==> src/rtl/pss_pkg.sv <==
// constants, commands and alu types for the program sequencer
package pss_pkg;
  localparam int PC_W = 11;
  localparam int DATA_W = 8;
  localparam int WORD_W = 16;
  localparam int STK_DEPTH = 6;
  localparam int STK_IDX_W = 3;
  localparam logic [10:0] RESET_VEC = 11'h000;
  localparam logic [2:0] LAST_PAGE = 3'h7;
  localparam logic [7:0] ADDR_PC_LOW = 8'h06;
  localparam logic [7:0] ADDR_TBLP = 8'h07;
  localparam logic [7:0] ADDR_TAB_HIGH = 8'h08;
  localparam logic [7:0] ADDR_TBHP = 8'h09;
  localparam logic [7:0] TBLP_RST = 8'h00;
  localparam logic [2:0] TBHP_RST = 3'h0;
  localparam logic [7:0] TAB_HIGH_RST = 8'h00;
  localparam logic [7:0] TAB_HIGH_USED = 8'hFF;
  localparam logic [3:0] STATUS_RST = 4'h0;
  localparam int FLAG_C = 0;
  localparam int FLAG_AC = 1;
  localparam int FLAG_Z = 2;
  localparam int FLAG_OV = 3;
  localparam logic [3:0] UPD_ARITH = 4'hF;
  localparam logic [3:0] UPD_Z = 4'h4;
  localparam logic [3:0] UPD_C = 4'h1;
  localparam logic [3:0] UPD_NONE = 4'h0;

  typedef enum logic [2:0] {
    CMD_NEXT, CMD_JMP, CMD_CALL, CMD_SUB_RETURN, CMD_INT_RETURN, CMD_TABRD, CMD_TAB_LAST
  } pss_cmd_e;

  typedef enum logic [4:0] {
    ALU_ADD, ALU_ADC, ALU_SUB, ALU_SBC, ALU_DAA, ALU_AND, ALU_OR, ALU_XOR, ALU_CPL,
    ALU_RR, ALU_RRC, ALU_RL, ALU_RLC, ALU_INC, ALU_DEC, ALU_SZ, ALU_SNZ, ALU_SIZ, ALU_SDZ
  } pss_alu_op_e;

  typedef struct packed {
    logic [7:0] res;
    logic [3:0] flags;
    logic [3:0] upd;
    logic wr;
    logic skip;
  } pss_alu_s;
endpackage

==> src/rtl/pss_sequencer.sv <==
// program sequencer: pc, return stack, interrupt deferral, table read, alu
`timescale 1ns/1ns
module pss_sequencer #(
  parameter logic [7:0] TAB_HIGH_MASK = pss_pkg::TAB_HIGH_USED
) (
  input wire logic clk_sys_i,
  input wire logic rst_b_i,
  output logic [pss_pkg::PC_W-1:0] flash_addr_o,
  input wire logic [pss_pkg::WORD_W-1:0] flash_data_i,
  output logic [pss_pkg::WORD_W-1:0] instr_o,
  output logic instr_valid_o,
  input wire pss_pkg::pss_cmd_e cmd_i,
  input wire logic [pss_pkg::PC_W-1:0] target_i,
  input wire logic skip_i,
  input wire logic [7:0] tab_dest_i,
  input wire logic dm_wr_i,
  input wire logic [7:0] dm_addr_i,
  input wire logic [7:0] dm_wdata_i,
  output logic [7:0] dm_rdata_o,
  output logic tab_wr_o,
  output logic [7:0] tab_dest_o,
  output logic [7:0] tab_data_o,
  input wire logic irq_i,
  input wire logic [pss_pkg::PC_W-1:0] irq_vector_i,
  output logic irq_pend_o,
  output logic irq_ack_o,
  output logic irq_exit_o,
  input wire logic alu_valid_i,
  input wire pss_pkg::pss_alu_op_e alu_op_i,
  input wire logic [7:0] alu_a_i,
  input wire logic [7:0] alu_b_i,
  input wire logic alu_dest_mem_i,
  output logic [7:0] alu_res_o,
  output logic alu_wr_o,
  output logic alu_dest_mem_o,
  output logic [3:0] status_o
);
  import pss_pkg::*;

  typedef enum logic {ST_RUN, ST_TAB} pss_state_e;

  function automatic logic [STK_IDX_W-1:0] stk_inc(input logic [STK_IDX_W-1:0] i);
    stk_inc = (i == STK_IDX_W'(STK_DEPTH - 1)) ? '0 : i + 1'b1;
  endfunction

  function automatic logic [STK_IDX_W-1:0] stk_dec(input logic [STK_IDX_W-1:0] i);
    stk_dec = (i == '0) ? STK_IDX_W'(STK_DEPTH - 1) : i - 1'b1;
  endfunction

  function automatic pss_alu_s alu_calc(input pss_alu_op_e op, input logic [7:0] a,
                                        input logic [7:0] b, input logic [3:0] st);
    pss_alu_s r;
    logic [8:0] s;
    logic [4:0] h;
    logic cin;
    r = '0;
    s = '0;
    h = '0;
    cin = st[FLAG_C];
    r.wr = 1'b1;
    r.upd = UPD_Z;
    unique case (op)
      ALU_ADD, ALU_ADC: begin
        cin = (op == ALU_ADC) ? st[FLAG_C] : 1'b0;
        s = {1'b0, a} + {1'b0, b} + {8'h00, cin};
        h = {1'b0, a[3:0]} + {1'b0, b[3:0]} + {4'h0, cin};
        r.res = s[7:0];
        r.flags[FLAG_C] = s[8];
        r.flags[FLAG_AC] = h[4];
        r.flags[FLAG_OV] = (a[7] == b[7]) && (s[7] != a[7]);
        r.upd = UPD_ARITH;
      end
      ALU_SUB, ALU_SBC: begin
        // carry set means no borrow
        cin = (op == ALU_SBC) ? st[FLAG_C] : 1'b1;
        s = {1'b0, a} + {1'b0, ~b} + {8'h00, cin};
        h = {1'b0, a[3:0]} + {1'b0, ~b[3:0]} + {4'h0, cin};
        r.res = s[7:0];
        r.flags[FLAG_C] = s[8];
        r.flags[FLAG_AC] = h[4];
        r.flags[FLAG_OV] = (a[7] != b[7]) && (s[7] != a[7]);
        r.upd = UPD_ARITH;
      end
      ALU_DAA: begin
        s = {1'b0, a};
        if (a[3:0] > 4'h9 || st[FLAG_AC]) begin
          s = s + 9'h006;
        end
        if (s[7:4] > 4'h9 || s[8] || st[FLAG_C]) begin
          s = s + 9'h060;
        end
        r.res = s[7:0];
        r.flags[FLAG_C] = s[8] | st[FLAG_C];
        r.upd = UPD_C;
      end
      ALU_AND: r.res = a & b;
      ALU_OR: r.res = a | b;
      ALU_XOR: r.res = a ^ b;
      ALU_CPL: r.res = ~b;
      ALU_RR: begin
        r.res = {b[0], b[7:1]};
        r.upd = UPD_NONE;
      end
      ALU_RL: begin
        r.res = {b[6:0], b[7]};
        r.upd = UPD_NONE;
      end
      ALU_RRC: begin
        r.res = {st[FLAG_C], b[7:1]};
        r.flags[FLAG_C] = b[0];
        r.upd = UPD_C;
      end
      ALU_RLC: begin
        r.res = {b[6:0], st[FLAG_C]};
        r.flags[FLAG_C] = b[7];
        r.upd = UPD_C;
      end
      ALU_INC, ALU_SIZ: r.res = b + 8'h01;
      ALU_DEC, ALU_SDZ: r.res = b - 8'h01;
      ALU_SZ, ALU_SNZ: begin
        r.res = b;
        r.wr = 1'b0;
      end
    endcase
    r.flags[FLAG_Z] = (r.res == 8'h00);
    if (op == ALU_SZ || op == ALU_SIZ || op == ALU_SDZ) begin
      r.skip = r.flags[FLAG_Z];
      r.upd = UPD_NONE;
    end
    if (op == ALU_SNZ) begin
      r.skip = !r.flags[FLAG_Z];
      r.upd = UPD_NONE;
    end
    return r;
  endfunction

  pss_state_e state_reg;
  logic [PC_W-1:0] pc_reg;
  logic [PC_W-1:0] stk_mem_reg [STK_DEPTH];
  logic [STK_IDX_W-1:0] stk_wp_reg;
  logic [STK_IDX_W-1:0] stk_cnt_reg;
  logic [7:0] tblp_reg;
  logic [2:0] tbhp_reg;
  logic [7:0] tab_high_reg;
  logic exec;
  logic stk_full;
  logic pc_low_wr;
  logic do_tab;
  logic do_jmp;
  logic do_call;
  logic do_pop;
  logic do_skip;
  logic do_irq;
  logic do_push;
  logic [PC_W-1:0] stk_top;
  pss_alu_s alu_r;

  assign alu_r = alu_calc(alu_op_i, alu_a_i, alu_b_i, status_o);
  assign stk_top = stk_mem_reg[stk_dec(stk_wp_reg)];
  assign stk_full = (stk_cnt_reg == STK_IDX_W'(STK_DEPTH));

  // decode stage only acts on a real instruction, never in a dummy cycle
  always_comb begin
    exec = instr_valid_o && (state_reg == ST_RUN);
    pc_low_wr = exec && dm_wr_i && (dm_addr_i == ADDR_PC_LOW);
    do_tab = exec && (cmd_i == CMD_TABRD || cmd_i == CMD_TAB_LAST);
    do_jmp = exec && (cmd_i == CMD_JMP);
    do_call = exec && (cmd_i == CMD_CALL);
    do_pop = exec && (cmd_i == CMD_SUB_RETURN || cmd_i == CMD_INT_RETURN);
    do_skip = exec && (skip_i || (alu_valid_i && alu_r.skip));
    // acknowledge withheld while all levels are used
    do_irq = exec && irq_pend_o && !stk_full && (cmd_i == CMD_NEXT) && !pc_low_wr && !do_skip;
    do_push = do_call || do_irq;
  end

  always_ff @(posedge clk_sys_i) begin
    if (!rst_b_i) begin
      state_reg <= ST_RUN;
      pc_reg <= RESET_VEC;
      flash_addr_o <= RESET_VEC;
      instr_o <= '0;
      instr_valid_o <= 1'b0;
    end else begin
      state_reg <= ST_RUN;
      instr_o <= flash_data_i;
      instr_valid_o <= 1'b1;
      pc_reg <= pc_reg + 1'b1;
      flash_addr_o <= pc_reg + 1'b1;
      if (state_reg == ST_TAB) begin
        // second table cycle: refetch the word skipped for the table access
        instr_valid_o <= 1'b0;
        pc_reg <= pc_reg;
        flash_addr_o <= pc_reg;
      end else if (do_tab) begin
        state_reg <= ST_TAB;
        instr_valid_o <= 1'b0;
        pc_reg <= pc_reg;
        flash_addr_o <= {(cmd_i == CMD_TAB_LAST) ? LAST_PAGE : tbhp_reg, tblp_reg};
      end else if (do_jmp || do_call) begin
        instr_valid_o <= 1'b0;
        pc_reg <= target_i;
        flash_addr_o <= target_i;
      end else if (do_pop) begin
        instr_valid_o <= 1'b0;
        pc_reg <= stk_top;
        flash_addr_o <= stk_top;
      end else if (pc_low_wr) begin
        instr_valid_o <= 1'b0;
        pc_reg <= {pc_reg[PC_W-1:8], dm_wdata_i};
        flash_addr_o <= {pc_reg[PC_W-1:8], dm_wdata_i};
      end else if (do_skip) begin
        instr_valid_o <= 1'b0;
      end else if (do_irq) begin
        instr_valid_o <= 1'b0;
        pc_reg <= irq_vector_i;
        flash_addr_o <= irq_vector_i;
      end
    end
  end

  // ring of six: a push on a full stack overwrites the oldest entry
  always_ff @(posedge clk_sys_i) begin
    if (!rst_b_i) begin
      stk_wp_reg <= '0;
      stk_cnt_reg <= '0;
    end else if (do_push) begin
      stk_wp_reg <= stk_inc(stk_wp_reg);
      if (!stk_full) begin
        stk_cnt_reg <= stk_cnt_reg + 1'b1;
      end
    end else if (do_pop) begin
      stk_wp_reg <= stk_dec(stk_wp_reg);
      if (stk_cnt_reg != '0) begin
        stk_cnt_reg <= stk_cnt_reg - 1'b1;
      end
    end
  end

  // storage has no data-bus path at all
  always_ff @(posedge clk_sys_i) begin
    if (do_push) begin
      stk_mem_reg[stk_wp_reg] <= pc_reg;
    end
  end

  always_ff @(posedge clk_sys_i) begin
    if (!rst_b_i) begin
      irq_pend_o <= 1'b0;
      irq_ack_o <= 1'b0;
      irq_exit_o <= 1'b0;
    end else begin
      irq_pend_o <= irq_i || (irq_pend_o && !do_irq);
      irq_ack_o <= do_irq;
      irq_exit_o <= exec && (cmd_i == CMD_INT_RETURN);
    end
  end

  always_ff @(posedge clk_sys_i) begin
    if (!rst_b_i) begin
      tblp_reg <= TBLP_RST;
      tbhp_reg <= TBHP_RST;
    end else if (exec && dm_wr_i) begin
      if (dm_addr_i == ADDR_TBLP) begin
        tblp_reg <= dm_wdata_i;
      end
      if (dm_addr_i == ADDR_TBHP) begin
        tbhp_reg <= dm_wdata_i[2:0];
      end
    end
  end

  // software writes to the high-byte register are dropped
  always_ff @(posedge clk_sys_i) begin
    if (!rst_b_i) begin
      tab_high_reg <= TAB_HIGH_RST;
      tab_wr_o <= 1'b0;
      tab_dest_o <= '0;
      tab_data_o <= '0;
    end else begin
      tab_wr_o <= 1'b0;
      if (do_tab) begin
        tab_dest_o <= tab_dest_i;
      end
      if (state_reg == ST_TAB) begin
        tab_wr_o <= 1'b1;
        tab_data_o <= flash_data_i[7:0];
        tab_high_reg <= flash_data_i[15:8] & TAB_HIGH_MASK;
      end
    end
  end

  always_ff @(posedge clk_sys_i) begin
    if (!rst_b_i) begin
      dm_rdata_o <= '0;
    end else begin
      unique case (dm_addr_i)
        ADDR_PC_LOW: dm_rdata_o <= pc_reg[7:0];
        ADDR_TBLP: dm_rdata_o <= tblp_reg;
        ADDR_TBHP: dm_rdata_o <= {5'h00, tbhp_reg};
        ADDR_TAB_HIGH: dm_rdata_o <= tab_high_reg;
        default: dm_rdata_o <= '0;
      endcase
    end
  end

  always_ff @(posedge clk_sys_i) begin
    if (!rst_b_i) begin
      alu_res_o <= '0;
      alu_wr_o <= 1'b0;
      alu_dest_mem_o <= 1'b0;
      status_o <= STATUS_RST;
    end else begin
      alu_wr_o <= exec && alu_valid_i && alu_r.wr;
      if (exec && alu_valid_i) begin
        alu_res_o <= alu_r.res;
        alu_dest_mem_o <= alu_dest_mem_i;
        status_o <= (status_o & ~alu_r.upd) | (alu_r.flags & alu_r.upd);
      end
    end
  end
endmodule

==> config.mk <==
export PLATFORM = sky130hd
export DESIGN_NAME = pss_sequencer
export DESIGN_NICKNAME = d
export VERILOG_FILES = /design/src/rtl/pss_pkg.sv /design/src/rtl/pss_sequencer.sv
export SDC_FILE = /design/constraint.sdc
export NUM_CORES = 1
export LEC_CHECK = 0
export BUFFER_PORTS_ARGS = -buffer_cell sky130_fd_sc_hd__buf_2
export CORE_ASPECT_RATIO = 1.75
export CORE_MARGIN = 1.5
export CORE_UTILIZATION = 40
export CTS_BUF_LIST = sky130_fd_sc_hd__clkbuf_4 sky130_fd_sc_hd__clkbuf_8
export CTS_CLUSTER_DIAMETER = 40
export DETAILED_ROUTE_END_ITERATION = 12
export GPL_TIMING_DRIVEN = 0
export HOLD_SLACK_MARGIN = 0.03
export PLACE_DENSITY = 0.57
export SLEW_MARGIN = 30
export SYNTH_ARGS = -nofsm -noshare
export SYNTH_HDL_FRONTEND = slang
export SYNTH_SLANG_ARGS = --single-unit
==> constraint.sdc <==
create_clock -name clk_sys_i -period 11.2 [get_ports clk_sys_i]
set_input_delay 2.24 -clock clk_sys_i [delete_from_list [all_inputs] [get_ports clk_sys_i]]
set_output_delay 2.24 -clock clk_sys_i [all_outputs]
set_load 0.01 [all_outputs]
# Word-level counts from Yosys, hierarchy flattened
# Memory sizes are Yosys's and may differ from the RTL's.
# Cells that the tools add are included.
classes:
  multipliers: 0
  add_sub_neg: 17
  div: 0
  reduce_logical: 57
  order_cmp: 2
  n_eq_ne: 35
  n_bitwise: 13
  n_mux: 38
  shifts: 0
ops:
  columns: ["cell", "count"]
  rows:
  - ["$pmux W8 S14", 1]
  - ["$mux W11", 7]
  - ["$eq A5 B4 Y1 const B", 8]
  - ["$mux W9", 4]
  - ["$pmux W8 S4", 1]
  - ["$mux W3", 9]
  - ["$eq A5 B3 Y1 const B", 4]
  - ["$logic_and A1 B1 Y1", 20]
  - ["$add A8 B8 Y9", 2]
  - ["$add A9 B1 Y9", 2]
  - ["$eq A8 B3 Y1 const B", 2]
  - ["$eq A8 B4 Y1 const B", 2]
  - ["$eq A3 B3 Y1 const B", 5]
  - ["$eq A5 B5 Y1 const B", 3]
  - ["$reduce_or A2 Y1", 7]
  - ["$pmux W4 S3", 1]
  - ["$add A11 B1 Y11 const B", 1]
  - ["$logic_or A1 B1 Y1", 11]
  - ["$add A4 B4 Y5", 2]
  - ["$add A5 B1 Y5", 2]
  - ["$eq A5 B2 Y1 const B", 2]
  - ["$mux W1", 10]
  - ["$add A8 B3 Y9 const B", 1]
  - ["$add A9 B7 Y9 const B", 1]
  - ["other kinds (34)", 54]
totals:
  out_inout_bits: 70
  latchBits: 0
  romBits: 0
  input_bits: 93
  reg_bits: 107
  ram_bits: 66
  elab_cells: 184
  memories: 1
mem_list:
  columns: ["name", "depth", "width", "read_ports", "rd_ports_with_merged_regs", "wr", "line", "source"]
  rows:
  - ["stk_mem_reg", 6, 11, 1, 0, 1, "pss_sequencer.sv:139", "logic [PC_W-1:0] stk_mem_reg [STK_DEPTH];"]

# Depth between registers and ports, before layout
depth:
  ltp_word: 25
  depth_mapped: 23
  ltp_nobuf: 20

# Worst setup path before layout
# Ideal clock, no wire load.
synth_timing:
  path_type: "in2reg"
  start: "input alu_op_i[2]"
  end: "memory stk_mem_reg[1][0] (enable)"
  setup_ps: 412
  cell_stages: 18
  setup_slack_ps: 3959
  required_ps: 10788
  arrival_ps: 6829
  path_buffers: 3
  cell_sequence: "buf_2 -> buf_4 -> or3_1 -> or3_1 -> fa_1 -> inv_1 -> fa_1 -> o21bai_1 -> a21oi_1 -> o21ai_0 -> a22oi_1 -> a32oi_1 -> nor4_2 -> nand4_2 -> mux2i_2 -> nor2_2 -> buf_2 -> nor4b_1"
synth_via:
  elab_chain_len: 15
  word_cells_on_any_way: 43
  cone_classes: "2 x add/sub; 18 x eq/ne; 7 x mux; 16 x reduce/logical"
synth_rtl:
  columns: ["item", "line", "source"]
  rows:
  - ["from (decl)", "pss_sequencer.sv:29", "input wire pss_pkg::pss_alu_op_e alu_op_i,"]
  - ["$eq A5 B2 Y1 / $eq A5 B1 Y1 (equally long branches)", null, null]
  - ["$mux W1 (on tied branches)", "pss_sequencer.sv:75, pss_sequencer.sv:64", null]
  - ["$add A9 B1 Y9 (on tied branches)", "pss_sequencer.sv:76, pss_sequencer.sv:65", null]
  - ["$pmux W8 S14", "pss_sequencer.sv:62", "unique case (op)"]
  - ["$logic_not A8 Y1", "pss_sequencer.sv:125", "r.flags[FLAG_Z] = (r.res == 8'h00);"]
  - ["$mux W1 / $logic_not A1 Y1 (equally long branches)", "pss_sequencer.sv:126, pss_sequencer.sv:131", null]
  - ["$mux W1 (*)", "pss_sequencer.sv:130", "if (op == ALU_SNZ) begin"]
  - ["$logic_and A1 B1 Y1 (*)", "pss_sequencer.sv:170", "do_skip = exec && (skip_i || (alu_valid_i && alu_r.skip));"]
  - ["$logic_or A1 B1 Y1 (*)", "pss_sequencer.sv:170", null]
  - ["$logic_and A1 B1 Y1 (*)", "pss_sequencer.sv:170", null]
  - ["$logic_not A1 Y1 (*)", "pss_sequencer.sv:172", "do_irq = exec && irq_pend_o && !stk_full && (cmd_i == CMD_NEXT) && !pc_low_wr && !do_skip;"]
  - ["$logic_and A1 B1 Y1 (*)", "pss_sequencer.sv:172", null]
  - ["$logic_or A1 B1 Y1 (*)", "pss_sequencer.sv:173", "do_push = do_call || do_irq;"]
  - ["$mux W1 (*)", "pss_sequencer.sv:241", "if (do_push) begin"]
  - ["$mux W1 (not written as such) (*)", "pss_sequencer.sv:242", "stk_mem_reg[stk_wp_reg] <= pc_reg;"]
  - ["to (decl)", "pss_sequencer.sv:139", null]
# Mark *: on every way between the ends. The rest lies on a longest branch, timed or not.

# Worst setup path after layout
layout_timing:
  start: "input alu_op_i[0]"
  end: "memory stk_mem_reg[1][4] (enable)"
# The elaborated chain is that of the path after synthesis.

==> qor.yml <==
run_status:
  outcome: "complete, no violations"
timing:
  clock.fmax_mhz: 134.8
  setup_viol: 0
  rsz0062_at_grt: "false"
  fin_setup_tns_ps: 0
  fin_crit_sh_pct: 66.24
  fin_crit_ps: 7419
  finClkSkew_ps: 14.03
  relSlewSlack_pct: 30.90
  drv_slew: 0
  finalHoldViolCount: 0
  tightest_slew_ps: 1036
logic_synthesis:
  ys.flop_type: "dfxtp_1"
  ys_seq_area_share_pct: 41.27
  synth_area_leader_cell: "dfxtp_1"
  synth_cells: 1085
  synth.area.top_cells: "dfxtp_1 21%, edfxtp_1 20%, nor2_1 4.2%, ha_1 4.1%, a21oi_1 3.9%"
  syn_nets: 1217
  synth-compound-area-share_pct: 18.65
  yosysTopAreaCellShare_pct: 21.44
  async_flop_share_pct: 0
  synth_cell_types: 94
  synth-adder-area-share_pct: 5.334
  yosys_warnings: 0
  synth_top_family_by_area: "simple AND/OR/NAND/NOR gates"
  ys_ff_latch: 173
  yosys-mux-area-fraction_pct: 7.313
  avgSynthCellArea_um2: 9.209
  synth_edf_count: 66
  synth_xor_area_share_pct: 2.617
  syn_area_um2: 9992
  synth-simple-area-share_pct: 20.41
global_routing:
  grt-busiest-layer: "met2"
  first_global_vias: 9366
  grt_pass1_wl_mm: 57.18
  grt_start_max_net_pins: 17
  antenna_found_initial: 1
  grt_usage_pct: 30.55
  grt_use_met3_pct: 5.526
  grt-ovfl-total: 0
  met1_usage_pct: 29.59
  met2_usage_pct: 58.04
power:
  powerDensity_nw_per_um2: 126.4
  p_total_uw: 1475
  ir_drop_mv: 0.07611
  leakagePower_uw: 0.004597
die:
  die_y_um: 212.1
  num_rows: 76
  coreArea_um2: 24530
  die_width_um: 122.5
  initial_utilization_pct: 40.73
  ios: 163
  dieArea_um2: 25970
critical_path:
  cp-start-kind: "input port"
  cpMaxStageDelayCell: "nor4_2"
  cp_data_arrival_time_ps: 7620
  crit_type: "input port to flop"
  crit_top_cell: "buf_2"
  rr_endpoint: "stk_mem_reg[1][4]"
  slowest_delay_ps: 570
  end_kind: "flop"
  path_delay_family: "simple AND/OR/NAND/NOR gates"
  rrSetupSlack_ps: 5420
  timing.critical_path.buf_inv: 6
  path_max_fanout: 10
  cp.required_ps: 11410
  worstPathCellList: "buf_6 > buf_2 > buf_2 > nand2_1 > or3_1 > fa_1 > inv_1 > fa_1 > o21bai_1 > a21oi_1 > o21ai_0 > a22oi_1 > a32oi_1 > nor4_2 > nand4_2 > mux2i_2 > nor2_2 > buf_2 > nor4b_2 > buf_2"
  r2r_cells: 17
worst_hold_path:
  holdPathEnd: "tab_dest_o[2]"
  worstHoldStart: "tab_dest_o[2]"
  holdPathStages: 2
  worstHoldPathType: "flop to flop"
layout:
  layout_common_cells: "180 x buf_2, 110 x nor2_1, 107 x dfxtp_1"
  drive_gt1_share_pct: 20.95
  syn_to_final_growth_pct: 16.78
  final_common_cell: "buf_2"
  fin_util_pct: 47.56
  nets: 1403
  largest_reg_flops: 66
clock_network:
  numClockSinks: 173
  htreeDepth: 4
  cts_tree: "done"
  cts_resized: 0
  cts_root_buf: "clkbuf_8"
  cts_setup_buffers: 0
  path_clk_slew_ps: 100
  hold_buffers: 0
  clk_latency_ps: 500
  cts.path.max_buffers: 2
  cts-buffers-inserted: 17
route:
  first_iter_violations: 736
  drtAntennaViolNets: 0
  wirelength_mm: 38.87
  drc: 0
  vias: 9340
  wl_per_cell_um: 24.34
  vias_per_cell: 5.848
  dr.pass1.iters: 5
place:
  io_buffer_count: 158
  gp_congestion: 0.9959
  place.detailed.hpwl_mm: 30.60
flow_run:
  cap_violations: 0
final cells by class:
type	count	area (um2)
fill	2421	12860
multi-input combinational	807	5477
sequential	173	4124
timing repair buffer	167	844.6
tap	312	390.4
buffer	70	309.0
clock buffer	18	247.7
clock inverter	14	142.6
inverter	35	131.4
antenna	1	2.502
logic make-up (layout without fill, tap and decap cells):
family	Yosys count	after routing
buffers and inverters	105	304
DFF	173	173
xor gates and xnor gates	29	29
and+or+nand+nor	401	401
other	0	1
muxes	58	58
adders and majority gates	39	39
AOI/OAI and AO/OA	280	280
synth_stat cells, types with 13 or more instances:
cell type and count:
and2_1 27, a22oi_1 21, nand2_1 97, a31oi_1 19, edfxtp_1 66, nor2_1 111
and3_1 13, inv_1 33, a21oi_1 78, o21ai_0 48, dfxtp_1 107, ha_1 33
nand3_1 24, clkbuf_1 47, mux2i_1 39, nor3_1 29, buf_2 15, xnor2_1 20
nand2b_1 14
layer usage:
layer / wire length [um] / part of all wire (%)
met1: 13080 / 34
met2: 21410 / 55
met3: 1856 / 4.8
met4: 2520 / 6.5
met5: 0 / 0
stage by stage:
stage | worst slack [ps] | instances | instance area (um2) | hold WS, ps
floorplan | 3959 | 1085 | 9992 | 461.3
global placement | 1805 | 1555 | 11170 | 439.5
detailed placement | 3428 | 1564 | 11270 | 443.0
CTS | 3951 | 1596 | 11660 | 456.8
global route | 3600 | 1596 | 11670 | 482.0
finish | 3781 | 1597 | 11670 | 455.4
worst max-delay path by stage:
stage / from / to / slack [ps] / cells after the start
6_report: alu_op_i[0] / stk_mem_reg[1][4] / 3780 / 20
5_1_grt: alu_op_i[0] / stk_mem_reg[1][4] / 3600 / 20
4_1_cts: alu_op_i[0] / stk_mem_reg[1][4] / 3950 / 20
3_5_place_dp: alu_op_i[0] / stk_mem_reg[1][9] / 3430 / 20
3_3_place_gp: alu_op_i[0] / stk_mem_reg[1][9] / 1810 / 19
2_1_floorplan: alu_op_i[2] / stk_mem_reg[1][0] / 3960 / 18
power breakdown:
| group | internal (uW) | switching (uW) | total [uW] |
|---|---|---|---|
| clock network | 197 | 251 | 448 |
| logic | 111 | 197 | 308 |
| registers | 684 | 34.8 | 719 |
| total | 992 | 483 | 1470 |
worst reg2reg max path: cells and delay by family (launching register included):
family | cells | cell delay (ps)
AOI/OAI and AO/OA | 5 | 1450
xor gates and xnor gates | 1 | 170
adders and majority gates | 2 | 650
buffers and inverters | 4 | 1150
DFF | 1 | 520
muxes | 1 | 360
and+or+nand+nor | 4 | 1190
Note: power is estimated with default switching activity, not from simulation.
